--- src/rosel_params.svh ---
// Constants for the relay output source selector
`ifndef ROSEL_PARAMS_SVH
`define ROSEL_PARAMS_SVH

// ----------------------------------------------------------------
// Register byte offsets
// ----------------------------------------------------------------
`define ROSEL_OFS_SRC1 8'h00
`define ROSEL_OFS_SRC2 8'h04
`define ROSEL_OFS_SRC3 8'h08
`define ROSEL_OFS_ON1 8'h0C
`define ROSEL_OFS_OFF1 8'h10
`define ROSEL_OFS_ON2 8'h14
`define ROSEL_OFS_OFF2 8'h18
`define ROSEL_OFS_ON3 8'h1C
`define ROSEL_OFS_OFF3 8'h20
`define ROSEL_OFS_FOCC 8'h24
`define ROSEL_OFS_STAT 8'h28

// ----------------------------------------------------------------
// Reset values and limits
// ----------------------------------------------------------------
`define ROSEL_RST_SRC1 6'h02
`define ROSEL_RST_SRC2 6'h07
`define ROSEL_RST_SRC3 6'h0F
`define ROSEL_RST_DLY 15'h0000
`define ROSEL_DLY_MAX 15'h7530

// ----------------------------------------------------------------
// Timing: one delay step is 0.1 s
// ----------------------------------------------------------------
`define ROSEL_CLK_MHZ 250
`define ROSEL_STEP_US 100000
`define ROSEL_STEP_CYCLES (`ROSEL_STEP_US * `ROSEL_CLK_MHZ)

// ----------------------------------------------------------------
// Selection codes
// ----------------------------------------------------------------
`define ROSEL_C_OFF 6'h00
`define ROSEL_C_ON 6'h01
`define ROSEL_C_REVERSE 6'h0A
`define ROSEL_C_ZERO_SPD 6'h0B
`define ROSEL_C_ABOVE_LIM 6'h0C
`define ROSEL_C_WARNING 6'h0D
`define ROSEL_C_FAULT 6'h0E
`define ROSEL_C_FAULT_N 6'h0F
`define ROSEL_C_FLT_WRN 6'h10
`define ROSEL_C_OVERCUR 6'h11
`define ROSEL_C_OVERVOLT 6'h12
`define ROSEL_C_DRV_TEMP 6'h13
`define ROSEL_C_UNDERVOLT 6'h14
`define ROSEL_C_MOT_TEMP 6'h15
`define ROSEL_C_LOC2 6'h17
`define ROSEL_C_REMOTE 6'h18
`define ROSEL_C_TIMED1 6'h1B
`define ROSEL_C_TIMED2 6'h1C
`define ROSEL_C_TIMED3 6'h1D
`define ROSEL_C_SUPV1 6'h21
`define ROSEL_C_SUPV2 6'h22
`define ROSEL_C_SUPV3 6'h23
`define ROSEL_C_START_DLY 6'h27

// ----------------------------------------------------------------
// Status word bit positions
// ----------------------------------------------------------------
`define ROSEL_B_REVERSE 2
`define ROSEL_B_ZERO_SPD 0
`define ROSEL_B_ABOVE_LIM 10
`define ROSEL_B_WARNING 7
`define ROSEL_B_FAULT 3
`define ROSEL_B_LOC2 11
`define ROSEL_B_REMOTE 9
`define ROSEL_B_START_DLY 13

// ----------------------------------------------------------------
// Fault event codes
// ----------------------------------------------------------------
`define ROSEL_F_OVERCUR 16'h2310
`define ROSEL_F_OVERVOLT 16'h3210
`define ROSEL_F_UNDERVOLT 16'h3220
`define ROSEL_F_IGBT_OVL 16'h2381
`define ROSEL_F_CB_TEMP 16'h4110
`define ROSEL_F_IGBT_OT 16'h4210
`define ROSEL_F_COOLING 16'h4290
`define ROSEL_F_IGBT_TEMP 16'h42F1
`define ROSEL_F_EXCESS_T 16'h4310
`define ROSEL_F_EXCESS_DT 16'h4380
`define ROSEL_F_EXT_T1 16'h4981
`define ROSEL_F_EXT_T2 16'h4982

`endif

--- src/rosel_pkg.sv ---
// Types shared by the relay output source selector
package rosel_pkg;
    typedef logic [5:0] rosel_code_t;
    typedef logic [14:0] rosel_dly_t;
    // Index of each fault-occurred group flag
    typedef enum logic [2:0] {
        ROSEL_G_OVERCUR,
        ROSEL_G_OVERVOLT,
        ROSEL_G_DRV_TEMP,
        ROSEL_G_UNDERVOLT,
        ROSEL_G_MOT_TEMP
    } rosel_grp_t;
endpackage

--- src/rosel_delay.sv ---
// On and off delay stage driving one relay output
`include "rosel_params.svh"
module rosel_delay
    import rosel_pkg::*;
(
    input wire logic aclk, // Clock
    input wire logic aresetn, // Synchronous reset, active low
    input wire logic tick_i, // One pulse per 0.1 s step
    input wire logic src_i, // Selected source level
    input wire rosel_dly_t on_dly_i, // Activation delay in steps
    input wire rosel_dly_t off_dly_i, // Deactivation delay in steps
    output logic relay_o // Relay energize level
);
    rosel_dly_t cnt_q;
    rosel_dly_t dly;

    // Delay applying to the pending change
    assign dly = src_i ? on_dly_i : off_dly_i;

    // Relay follows source once it has differed for the delay
    always_ff @(posedge aclk) begin
        if (!aresetn) begin
            relay_o <= 1'b0;
            cnt_q <= `ROSEL_RST_DLY;
        end else if (src_i == relay_o) begin
            cnt_q <= `ROSEL_RST_DLY;
        end else if (cnt_q >= dly) begin
            relay_o <= src_i;
            cnt_q <= `ROSEL_RST_DLY;
        end else if (tick_i) begin
            cnt_q <= cnt_q + 15'h0001;
        end
    end
endmodule

--- src/rosel_mux.sv ---
// Source multiplexer for one relay output
`include "rosel_params.svh"
module rosel_mux
    import rosel_pkg::*;
(
    input wire rosel_code_t sel_i, // Selection code
    input wire logic [15:0] main_sw_i, // Main status word
    input wire logic [15:0] drv_sw1_i, // Drive status word 1
    input wire logic [15:0] drv_sw2_i, // Drive status word 2
    input wire logic [15:0] spd_sw_i, // Speed control status word
    input wire logic [2:0] timed_i, // Timed function bits
    input wire logic [2:0] supv_i, // Supervision bits
    input wire logic [4:0] focc_i, // Fault-occurred group flags
    output logic src_o // Selected source level
);
    // Pure combinational pick, re-evaluated continuously
    always_comb begin
        unique case (sel_i)
            `ROSEL_C_OFF: src_o = 1'b0;
            `ROSEL_C_ON: src_o = 1'b1;
            `ROSEL_C_REVERSE: src_o = spd_sw_i[`ROSEL_B_REVERSE];
            `ROSEL_C_ZERO_SPD: src_o = spd_sw_i[`ROSEL_B_ZERO_SPD];
            `ROSEL_C_ABOVE_LIM: src_o = drv_sw2_i[`ROSEL_B_ABOVE_LIM];
            `ROSEL_C_WARNING: src_o = main_sw_i[`ROSEL_B_WARNING];
            `ROSEL_C_FAULT: src_o = main_sw_i[`ROSEL_B_FAULT];
            `ROSEL_C_FAULT_N: src_o = ~main_sw_i[`ROSEL_B_FAULT];
            `ROSEL_C_FLT_WRN: src_o = main_sw_i[`ROSEL_B_FAULT] |
                main_sw_i[`ROSEL_B_WARNING];
            `ROSEL_C_OVERCUR: src_o = focc_i[ROSEL_G_OVERCUR];
            `ROSEL_C_OVERVOLT: src_o = focc_i[ROSEL_G_OVERVOLT];
            `ROSEL_C_DRV_TEMP: src_o = focc_i[ROSEL_G_DRV_TEMP];
            `ROSEL_C_UNDERVOLT: src_o = focc_i[ROSEL_G_UNDERVOLT];
            `ROSEL_C_MOT_TEMP: src_o = focc_i[ROSEL_G_MOT_TEMP];
            `ROSEL_C_LOC2: src_o = drv_sw1_i[`ROSEL_B_LOC2];
            `ROSEL_C_REMOTE: src_o = main_sw_i[`ROSEL_B_REMOTE];
            `ROSEL_C_TIMED1: src_o = timed_i[0];
            `ROSEL_C_TIMED2: src_o = timed_i[1];
            `ROSEL_C_TIMED3: src_o = timed_i[2];
            `ROSEL_C_SUPV1: src_o = supv_i[0];
            `ROSEL_C_SUPV2: src_o = supv_i[1];
            `ROSEL_C_SUPV3: src_o = supv_i[2];
            `ROSEL_C_START_DLY: src_o = drv_sw2_i[`ROSEL_B_START_DLY];
            default: src_o = 1'b0;
        endcase
    end
endmodule

--- src/rosel_top.sv ---
// Relay output source selector with AXI4-Lite register access
`include "rosel_params.svh"
module rosel_top
    import rosel_pkg::*;
#(
    parameter int STEP_CYCLES = `ROSEL_STEP_CYCLES
) (
    input wire logic aclk, // Clock, 250 MHz
    input wire logic aresetn, // Synchronous reset, active low
    input wire logic [7:0] s_axi_awaddr, // Write address
    input wire logic [2:0] s_axi_awprot, // Write protection, unused
    input wire logic s_axi_awvalid, // Write address valid
    output logic s_axi_awready, // Write address ready
    input wire logic [31:0] s_axi_wdata, // Write data
    input wire logic [3:0] s_axi_wstrb, // Write byte strobes
    input wire logic s_axi_wvalid, // Write data valid
    output logic s_axi_wready, // Write data ready
    output logic [1:0] s_axi_bresp, // Write response
    output logic s_axi_bvalid, // Write response valid
    input wire logic s_axi_bready, // Write response ready
    input wire logic [7:0] s_axi_araddr, // Read address
    input wire logic [2:0] s_axi_arprot, // Read protection, unused
    input wire logic s_axi_arvalid, // Read address valid
    output logic s_axi_arready, // Read address ready
    output logic [31:0] s_axi_rdata, // Read data
    output logic [1:0] s_axi_rresp, // Read response
    output logic s_axi_rvalid, // Read data valid
    input wire logic s_axi_rready, // Read data ready
    input wire logic [15:0] main_sw_i, // Main status word
    input wire logic [15:0] drv_sw1_i, // Drive status word 1
    input wire logic [15:0] drv_sw2_i, // Drive status word 2
    input wire logic [15:0] spd_sw_i, // Speed control status word
    input wire logic [15:0] timed_sw_i, // Timed functions status
    input wire logic [15:0] supv_sw_i, // Supervision status
    input wire logic fault_valid_i, // Fault logged, one-cycle pulse
    input wire logic [15:0] fault_code_i, // Code of logged fault
    output logic relay_output_first, // Relay 1 energize
    output logic relay_output_second, // Relay 2 energize
    output logic relay_output_third // Relay 3 energize
);
    // Response codes and relay count
    localparam logic [1:0] RESP_OKAY = 2'h0;
    localparam logic [1:0] RESP_SLVERR = 2'h2;
    localparam int NRELAY = 3;

    // ----------------------------------------------------------------
    // Storage
    // ----------------------------------------------------------------
    rosel_code_t src_sel_q [NRELAY];
    rosel_dly_t on_dly_q [NRELAY];
    rosel_dly_t off_dly_q [NRELAY];
    logic [4:0] focc_q;
    logic [4:0] focc_set;
    logic [NRELAY-1:0] src_lvl;
    logic [NRELAY-1:0] relay;
    logic [24:0] pre_q;
    logic tick_q;
    logic aw_held_q;
    logic w_held_q;
    logic [7:0] awaddr_q;
    logic [31:0] wdata_q;
    logic [3:0] wstrb_q;
    logic wr_go;
    logic [7:0] wr_addr;
    logic [31:0] wr_data;
    logic [3:0] wr_strb;
    logic [31:0] wr_word;
    logic wr_hit;
    logic [31:0] rd_word;
    logic rd_hit;

    // ----------------------------------------------------------------
    // Step prescaler: one tick per 0.1 s
    // ----------------------------------------------------------------
    // Counter wraps at STEP_CYCLES so a tick lasts one cycle
    always_ff @(posedge aclk) begin
        if (!aresetn) begin
            pre_q <= 25'h0000000;
            tick_q <= 1'b0;
        end else if (pre_q >= 25'(STEP_CYCLES - 1)) begin
            pre_q <= 25'h0000000;
            tick_q <= 1'b1;
        end else begin
            pre_q <= pre_q + 25'h0000001;
            tick_q <= 1'b0;
        end
    end

    // ----------------------------------------------------------------
    // Fault-occurred group flags
    // ----------------------------------------------------------------
    // Decode a logged fault into its group
    always_comb begin
        focc_set = 5'h00;
        if (fault_valid_i) begin
            focc_set[ROSEL_G_OVERCUR] =
                (fault_code_i == `ROSEL_F_OVERCUR);
            focc_set[ROSEL_G_OVERVOLT] =
                (fault_code_i == `ROSEL_F_OVERVOLT);
            focc_set[ROSEL_G_DRV_TEMP] =
                (fault_code_i == `ROSEL_F_IGBT_OVL) ||
                (fault_code_i == `ROSEL_F_CB_TEMP) ||
                (fault_code_i == `ROSEL_F_IGBT_OT) ||
                (fault_code_i == `ROSEL_F_COOLING) ||
                (fault_code_i == `ROSEL_F_IGBT_TEMP) ||
                (fault_code_i == `ROSEL_F_EXCESS_T) ||
                (fault_code_i == `ROSEL_F_EXCESS_DT);
            focc_set[ROSEL_G_UNDERVOLT] =
                (fault_code_i == `ROSEL_F_UNDERVOLT);
            focc_set[ROSEL_G_MOT_TEMP] =
                (fault_code_i == `ROSEL_F_EXT_T1) ||
                (fault_code_i == `ROSEL_F_EXT_T2);
        end
    end

    // Sticky flags, write one to clear, a new event wins
    always_ff @(posedge aclk) begin
        if (!aresetn) begin
            focc_q <= 5'h00;
        end else if (wr_go && wr_addr == `ROSEL_OFS_FOCC) begin
            focc_q <= (focc_q & ~wr_word[4:0]) | focc_set;
        end else begin
            focc_q <= focc_q | focc_set;
        end
    end

    // ----------------------------------------------------------------
    // AXI4-Lite write channel
    // ----------------------------------------------------------------
    // Write happens once address and data are both present
    assign wr_go = (aw_held_q || (s_axi_awvalid && s_axi_awready)) &&
        (w_held_q || (s_axi_wvalid && s_axi_wready)) &&
        !s_axi_bvalid;
    assign wr_addr = aw_held_q ? awaddr_q : s_axi_awaddr;
    assign wr_data = w_held_q ? wdata_q : s_axi_wdata;
    assign wr_strb = w_held_q ? wstrb_q : s_axi_wstrb;

    // Hold address and data until both have arrived
    always_ff @(posedge aclk) begin
        if (!aresetn) begin
            aw_held_q <= 1'b0;
            w_held_q <= 1'b0;
            awaddr_q <= 8'h00;
            wdata_q <= 32'h00000000;
            wstrb_q <= 4'h0;
        end else if (wr_go) begin
            aw_held_q <= 1'b0;
            w_held_q <= 1'b0;
        end else begin
            if (s_axi_awvalid && s_axi_awready) begin
                aw_held_q <= 1'b1;
                awaddr_q <= s_axi_awaddr;
            end
            if (s_axi_wvalid && s_axi_wready) begin
                w_held_q <= 1'b1;
                wdata_q <= s_axi_wdata;
                wstrb_q <= s_axi_wstrb;
            end
        end
    end

    // Ready while the channel slot is free
    always_ff @(posedge aclk) begin
        if (!aresetn) begin
            s_axi_awready <= 1'b0;
            s_axi_wready <= 1'b0;
        end else begin
            s_axi_awready <= !aw_held_q &&
                !s_axi_bvalid && !wr_go &&
                !(s_axi_awvalid && s_axi_awready);
            s_axi_wready <= !w_held_q &&
                !s_axi_bvalid && !wr_go &&
                !(s_axi_wvalid && s_axi_wready);
        end
    end

    // Write response follows the completed write
    always_ff @(posedge aclk) begin
        if (!aresetn) begin
            s_axi_bvalid <= 1'b0;
            s_axi_bresp <= RESP_OKAY;
        end else if (wr_go) begin
            s_axi_bvalid <= 1'b1;
            s_axi_bresp <= wr_hit ? RESP_OKAY : RESP_SLVERR;
        end else if (s_axi_bready) begin
            s_axi_bvalid <= 1'b0;
        end
    end

    // Merge byte strobes into a word for the decoded register
    function automatic logic [31:0] merge(input logic [31:0] old,
                                          input logic [31:0] nw,
                                          input logic [3:0] strb);
        logic [31:0] res;
        res = old;
        for (int b = 0; b < 4; b++) begin
            if (strb[b]) begin
                res[8*b +: 8] = nw[8*b +: 8];
            end
        end
        return res;
    endfunction

    // Delay values above the documented maximum are clamped
    function automatic rosel_dly_t clamp(input logic [31:0] v);
        if (v > 32'(`ROSEL_DLY_MAX)) begin
            return `ROSEL_DLY_MAX;
        end
        return v[14:0];
    endfunction

    // Address hit check and strobe-masked write word
    always_comb begin
        wr_word = 32'h00000000;
        unique case (wr_addr)
            `ROSEL_OFS_SRC1,
            `ROSEL_OFS_SRC2,
            `ROSEL_OFS_SRC3,
            `ROSEL_OFS_ON1,
            `ROSEL_OFS_OFF1,
            `ROSEL_OFS_ON2,
            `ROSEL_OFS_OFF2,
            `ROSEL_OFS_ON3,
            `ROSEL_OFS_OFF3,
            `ROSEL_OFS_FOCC,
            `ROSEL_OFS_STAT: wr_hit = 1'b1;
            default: wr_hit = 1'b0;
        endcase
        wr_word = merge(32'h00000000, wr_data, wr_strb);
    end

    // Selection codes, reset to the documented defaults
    always_ff @(posedge aclk) begin
        if (!aresetn) begin
            src_sel_q[0] <= `ROSEL_RST_SRC1;
            src_sel_q[1] <= `ROSEL_RST_SRC2;
            src_sel_q[2] <= `ROSEL_RST_SRC3;
        end else if (wr_go) begin
            for (int i = 0; i < NRELAY; i++) begin
                if (wr_addr == `ROSEL_OFS_SRC1 + 8'(4 * i) &&
                    wr_strb[0]) begin
                    src_sel_q[i] <= wr_data[5:0];
                end
            end
        end
    end

    // On and off delay settings
    always_ff @(posedge aclk) begin
        if (!aresetn) begin
            for (int i = 0; i < NRELAY; i++) begin
                on_dly_q[i] <= `ROSEL_RST_DLY;
                off_dly_q[i] <= `ROSEL_RST_DLY;
            end
        end else if (wr_go) begin
            for (int i = 0; i < NRELAY; i++) begin
                if (wr_addr == `ROSEL_OFS_ON1 + 8'(8 * i)) begin
                    on_dly_q[i] <= clamp(merge({17'h00000, on_dly_q[i]},
                        wr_data, wr_strb));
                end
                if (wr_addr == `ROSEL_OFS_OFF1 + 8'(8 * i)) begin
                    off_dly_q[i] <= clamp(merge({17'h00000, off_dly_q[i]},
                        wr_data, wr_strb));
                end
            end
        end
    end

    // ----------------------------------------------------------------
    // AXI4-Lite read channel
    // ----------------------------------------------------------------
    // Read mux over the register map
    always_comb begin
        rd_word = 32'h00000000;
        rd_hit = 1'b1;
        unique case (s_axi_araddr)
            `ROSEL_OFS_SRC1: rd_word[5:0] = src_sel_q[0];
            `ROSEL_OFS_SRC2: rd_word[5:0] = src_sel_q[1];
            `ROSEL_OFS_SRC3: rd_word[5:0] = src_sel_q[2];
            `ROSEL_OFS_ON1: rd_word[14:0] = on_dly_q[0];
            `ROSEL_OFS_OFF1: rd_word[14:0] = off_dly_q[0];
            `ROSEL_OFS_ON2: rd_word[14:0] = on_dly_q[1];
            `ROSEL_OFS_OFF2: rd_word[14:0] = off_dly_q[1];
            `ROSEL_OFS_ON3: rd_word[14:0] = on_dly_q[2];
            `ROSEL_OFS_OFF3: rd_word[14:0] = off_dly_q[2];
            `ROSEL_OFS_FOCC: rd_word[4:0] = focc_q;
            `ROSEL_OFS_STAT: rd_word = {25'h0000000, src_lvl, 1'b0, relay};
            default: rd_hit = 1'b0;
        endcase
    end

    // One read at a time, data one cycle after the address
    always_ff @(posedge aclk) begin
        if (!aresetn) begin
            s_axi_arready <= 1'b0;
            s_axi_rvalid <= 1'b0;
            s_axi_rdata <= 32'h00000000;
            s_axi_rresp <= RESP_OKAY;
        end else if (s_axi_arvalid && s_axi_arready) begin
            s_axi_arready <= 1'b0;
            s_axi_rvalid <= 1'b1;
            s_axi_rdata <= rd_word;
            s_axi_rresp <= rd_hit ? RESP_OKAY : RESP_SLVERR;
        end else if (s_axi_rvalid) begin
            if (s_axi_rready) begin
                s_axi_rvalid <= 1'b0;
            end
        end else begin
            s_axi_arready <= 1'b1;
        end
    end

    // ----------------------------------------------------------------
    // Relay channels
    // ----------------------------------------------------------------
    // One selector and one delay stage per relay
    for (genvar g = 0; g < NRELAY; g++) begin : g_relay
        rosel_mux u_mux (
            .sel_i(src_sel_q[g]),
            .main_sw_i(main_sw_i),
            .drv_sw1_i(drv_sw1_i),
            .drv_sw2_i(drv_sw2_i),
            .spd_sw_i(spd_sw_i),
            .timed_i(timed_sw_i[2:0]),
            .supv_i(supv_sw_i[2:0]),
            .focc_i(focc_q),
            .src_o(src_lvl[g])
        );
        rosel_delay u_dly (
            .aclk(aclk),
            .aresetn(aresetn),
            .tick_i(tick_q),
            .src_i(src_lvl[g]),
            .on_dly_i(on_dly_q[g]),
            .off_dly_i(off_dly_q[g]),
            .relay_o(relay[g])
        );
    end

    // Relay pins come from the delay stage flops
    assign relay_output_first = relay[0];
    assign relay_output_second = relay[1];
    assign relay_output_third = relay[2];
endmodule

--- config.mk ---
export PLATFORM = sky130hd
export DESIGN_NAME = rosel_top
export DESIGN_NICKNAME = d
export VERILOG_FILES = /design/src/rosel_pkg.sv /design/src/rosel_delay.sv /design/src/rosel_mux.sv /design/src/rosel_top.sv
export VERILOG_INCLUDE_DIRS = /design/src
export SDC_FILE = /design/constraint.sdc
export NUM_CORES = 1
export LEC_CHECK = 0
export BUFFER_PORTS_ARGS = -buffer_cell sky130_fd_sc_hd__buf_4
export CORE_MARGIN = 2
export CORE_UTILIZATION = 35
export CTS_CLUSTER_SIZE = 24
export DETAILED_ROUTE_END_ITERATION = 12
export MAX_ROUTING_LAYER = met4
export PLACE_DENSITY = 0.57
export SLEW_MARGIN = 20
export SYNTH_ARGS = -nofsm -noshare
export SYNTH_HDL_FRONTEND = slang
export SYNTH_SLANG_ARGS = --single-unit
export TNS_END_PERCENT = 100
--- constraint.sdc ---
create_clock -name aclk -period 12.3 [get_ports aclk]
set_input_delay 2.46 -clock aclk [delete_from_list [all_inputs] [get_ports aclk]]
set_output_delay 2.46 -clock aclk [all_outputs]
set_load 0.005 [all_outputs]
==> reports/results.txt <==
Synth async-reset ratio: 0%
most frequent cells in the layout: mux2i_1 (254), nor2_1 (169), nand2_1 (162)
IO Pins: 222
Post-synth EDFFs: 108
Slew HR: 21.2%
R2R cell count: 12
clock slew at reported path FFs: 60 ps
Peak Freq: 156 MHz
Max Cap Viol: 0
Slew @ Worst Pin: 1180 ps
reg2reg setup slack: 7130 ps
Die Span X: 229 um
fill cell count: 5029
die footprint: 0.0527 mm^2
Crit Path Max Fanout: 16
Cell Pwr Density: 108 mW/mm^2
Crit. End Element: flip-flop
worst skew pair latency: 600 ps
Hold Crit Class: flip-flop to flip-flop
share of layout cells above drive strength 1: 14.8%
Wirelength per Cell: 21.4 um
first-pass GRT wire length: 86700 um
Setup CP Type: primary input to flip-flop
antenna violations before repair: 0
CP Capture Point: g_relay[1].u_dly.cnt_q[1]$_SDFFE_PP0P_
Max IR drop VDD: 118 uV
H-tree depth: 1
Fin Setup TNS: 0 ps
mapped cell area: 0.0178 mm^2
Rows: 82
Final min period: 6430 ps
CTS tree: yes
Initial Utilization: 35.5%
Reg-to-Reg Start: src_sel_q[0][10]$_DFFE_PP_
DP Wirelength: 42400 um
Final Hold Fails: 0
Gate Count Post-Synth: 1951
drt first pass iters: 5
grt total ovfl: 0
gp weighted congestion: 0.932
WP data required: 12790 ps
final setup fails: 0
clock buffer depth: 3
routed via count: 15657
CP max stage delay: 900 ps
gr usage total: 21.5%
hold path start: s_axi_rdata[8]$_SDFFE_PN0P_
Via density: 5.82
CTS Sinks: 255
DRC viols: 0
status: finished, final reports clean
number of global-route vias before repair: 14494
final period utilization: 52.2%
cts-stage hold buffer count: 0
CP Data Arrival Time: 6920 ps
Nets: 2219
post-route ant nets: 0
Worst Skew: 21.0 ps
RSZ-0062 raised after global routing: no
largest net degree at the start of global routing: 54
Static Leak: 7.43 nW
Post-synth top flop: dfxtp_1
Worst R2R End: g_relay[1].u_dly.cnt_q[1]$_SDFFE_PP0P_
CTS Buf Count: 31
final wirelength: 57400 um
Post-Syn Area per Cell: 9.12 um^2
YS warnings: 0
Chip Height: 229 um
worst-path cell chain: buf_4 -> and3b_1 -> a21oi_2 -> o31ai_1 -> or4_4 -> nor2_2 -> mux2i_1 -> ha_1 -> a21o_1 -> a21oi_1 -> o21a_1 -> nand3_1 -> a211oi_1
ANT cells: 0
post-synthesis sequential area ratio: 34.8%
startpoint types: primary input
highest-delay cell along the critical path: nor2_2
dpl cell area: 0.0190 mm^2
Synth Register Bits: 255
setup bufs post-CTS: 0
Distinct cells, synth: 103
post-CTS sizing: 0
Slew Limit Fails: 0
area grow syn2layout: 12.6%
DR iter-0 viols: 1352
clk root buf: clkbuf_16
fin area: 0.0200 mm^2
CP Launch Point: drv_sw2_i[13]
hold_ws: 453 ps
port buffer count: 114
commonest non-fill, non-tap cell in the layout: mux2i_1
CORE AREA: 0.0502 mm^2
[through the flow]
| step | utilization, % | worst slack, ps | cells | power, mW |
|---|---|---|---|---|
| 6_report | 39.9 | 5870 | 2689 | 2.17 |
| 5_1_grt | 39.9 | 5650 | 2689 | 2.25 |
| 4_1_cts | 39.9 | 5930 | 2689 | 2.19 |
| 3_5_place_dp | 37.9 | 5240 | 2631 | 1.26 |
| 3_3_place_gp | 37.9 | 5400 | 2631 | 1.25 |
| 2_1_floorplan | - | 6470 | 1969 | 1.15 |
[critical path: cells and delay by family]
kind,cells,cell delay (ps)
buffers and inverters,1,130
muxes,1,550
and+or+nand+nor,4,2250
AOI/OAI and AO/OA,6,1160
adders and majority gates,1,340
[power by group]
group | total (mW) | leakage [nW] | internal, mW | switching [mW]
clock | 0.931 | 0.512 | 0.544 | 0.387
combinational | 0.296 | 4.64 | 0.119 | 0.176
sequential | 0.945 | 2.28 | 0.904 | 0.0410
[per-layer routing]
layer,GRT usage [%],vias up,part of all wire (%),wire length [um]
li1,-,7352,-,-
met1,30.1,7680,46,26500
met2,31.7,516,44,25200
met3,2.53,109,6.0,3460
met4,7.89,0,3.8,2190
met5,-,-,0,0
[synthesized netlist by cell type, drive strengths merged (6+ instances only)]
library cell	instances	area share [%]
a211oi	33	1.7
a21o	13	0.55
a21oi	124	3.6
a221o	9	0.51
a221oi	9	0.48
a22oi	16	0.67
a31oi	23	0.81
a32oi	10	0.49
and2	11	0.39
and3	20	0.70
and4	6	0.30
and4b	7	0.39
buf	82	3.0
clkbuf	64	1.3
dfxtp	147	17
edfxtp	108	18
ha	49	3.4
inv	36	0.76
mux2	49	3.1
mux2i	254	14
mux4	7	0.89
nand2	162	3.4
nand2b	16	0.62
nand3	102	2.9
nand3b	9	0.38
nand4	37	1.3
nor2	171	3.6
nor2b	21	0.74
nor3	40	1.2
nor3b	10	0.42
nor4	28	1.1
nor4b	9	0.48
o211ai	11	0.49
o21a	7	0.30
o21ai	54	1.6
o22ai	6	0.21
o31ai	6	0.28
or2	9	0.32
or3	15	0.53
or4	16	0.70
xnor2	34	1.7
xor2	31	1.5
[area by class of cell]
class                           count  area (um^2)  share of cell area [%]
Clock buffer                       49          938                    4.69
Clock inverter                      9         86.3                   0.431
Sequential cell                   255         6190                    30.9
Timing Repair Buffer              136         1020                    5.10
Tap cell                          672          841                    4.20
Multi-Input combinational cell   1532        10800                    54.0
Inverter                           36          135                   0.675
[flip-flops by register name, indices dropped and copies added, names as in the netlist]
signal                 count
aw_held_q                  1
on_dly_q                  45
g_relay.u_dly.relay_o      3
w_held_q                   1
wdata_q                   32
s_axi_rresp                1
awaddr_q                   8
s_axi_arready              1
off_dly_q                 45
s_axi_rvalid               1
s_axi_bresp                1
focc_q                     5
s_axi_awready              1
g_relay.u_dly.cnt_q       45
src_sel_q                 18
s_axi_wready               1
tick_q                     1
wstrb_q                    4
pre_q                     25
s_axi_rdata               15
s_axi_bvalid               1
[how the worst min path moves through the flow]
stage	end	slack, ps	cells after the start
final	s_axi_rdata[8]$_SDFFE_PN0P_	450	2
after global routing	wdata_q[24]$_SDFFE_PN0P_	470	2
after floorplan	wdata_q[19]$_SDFFE_PN0P_	430	2
after global placement	wdata_q[20]$_SDFFE_PN0P_	440	2
after detailed placement	wdata_q[14]$_SDFFE_PN0P_	440	2
after CTS	wdata_q[14]$_SDFFE_PN0P_	450	2
[kinds of logic after synthesis]
logic type | share of synthesized area (%)
flops | 34.8
mux | 18.3
other cells | 0.0211
fa+ha+maj | 3.45
buf+inv | 5.07
simple gates | 20.5
xor+xnor | 3.20
compound gates | 14.8
(Power assumes the default switching activity.)
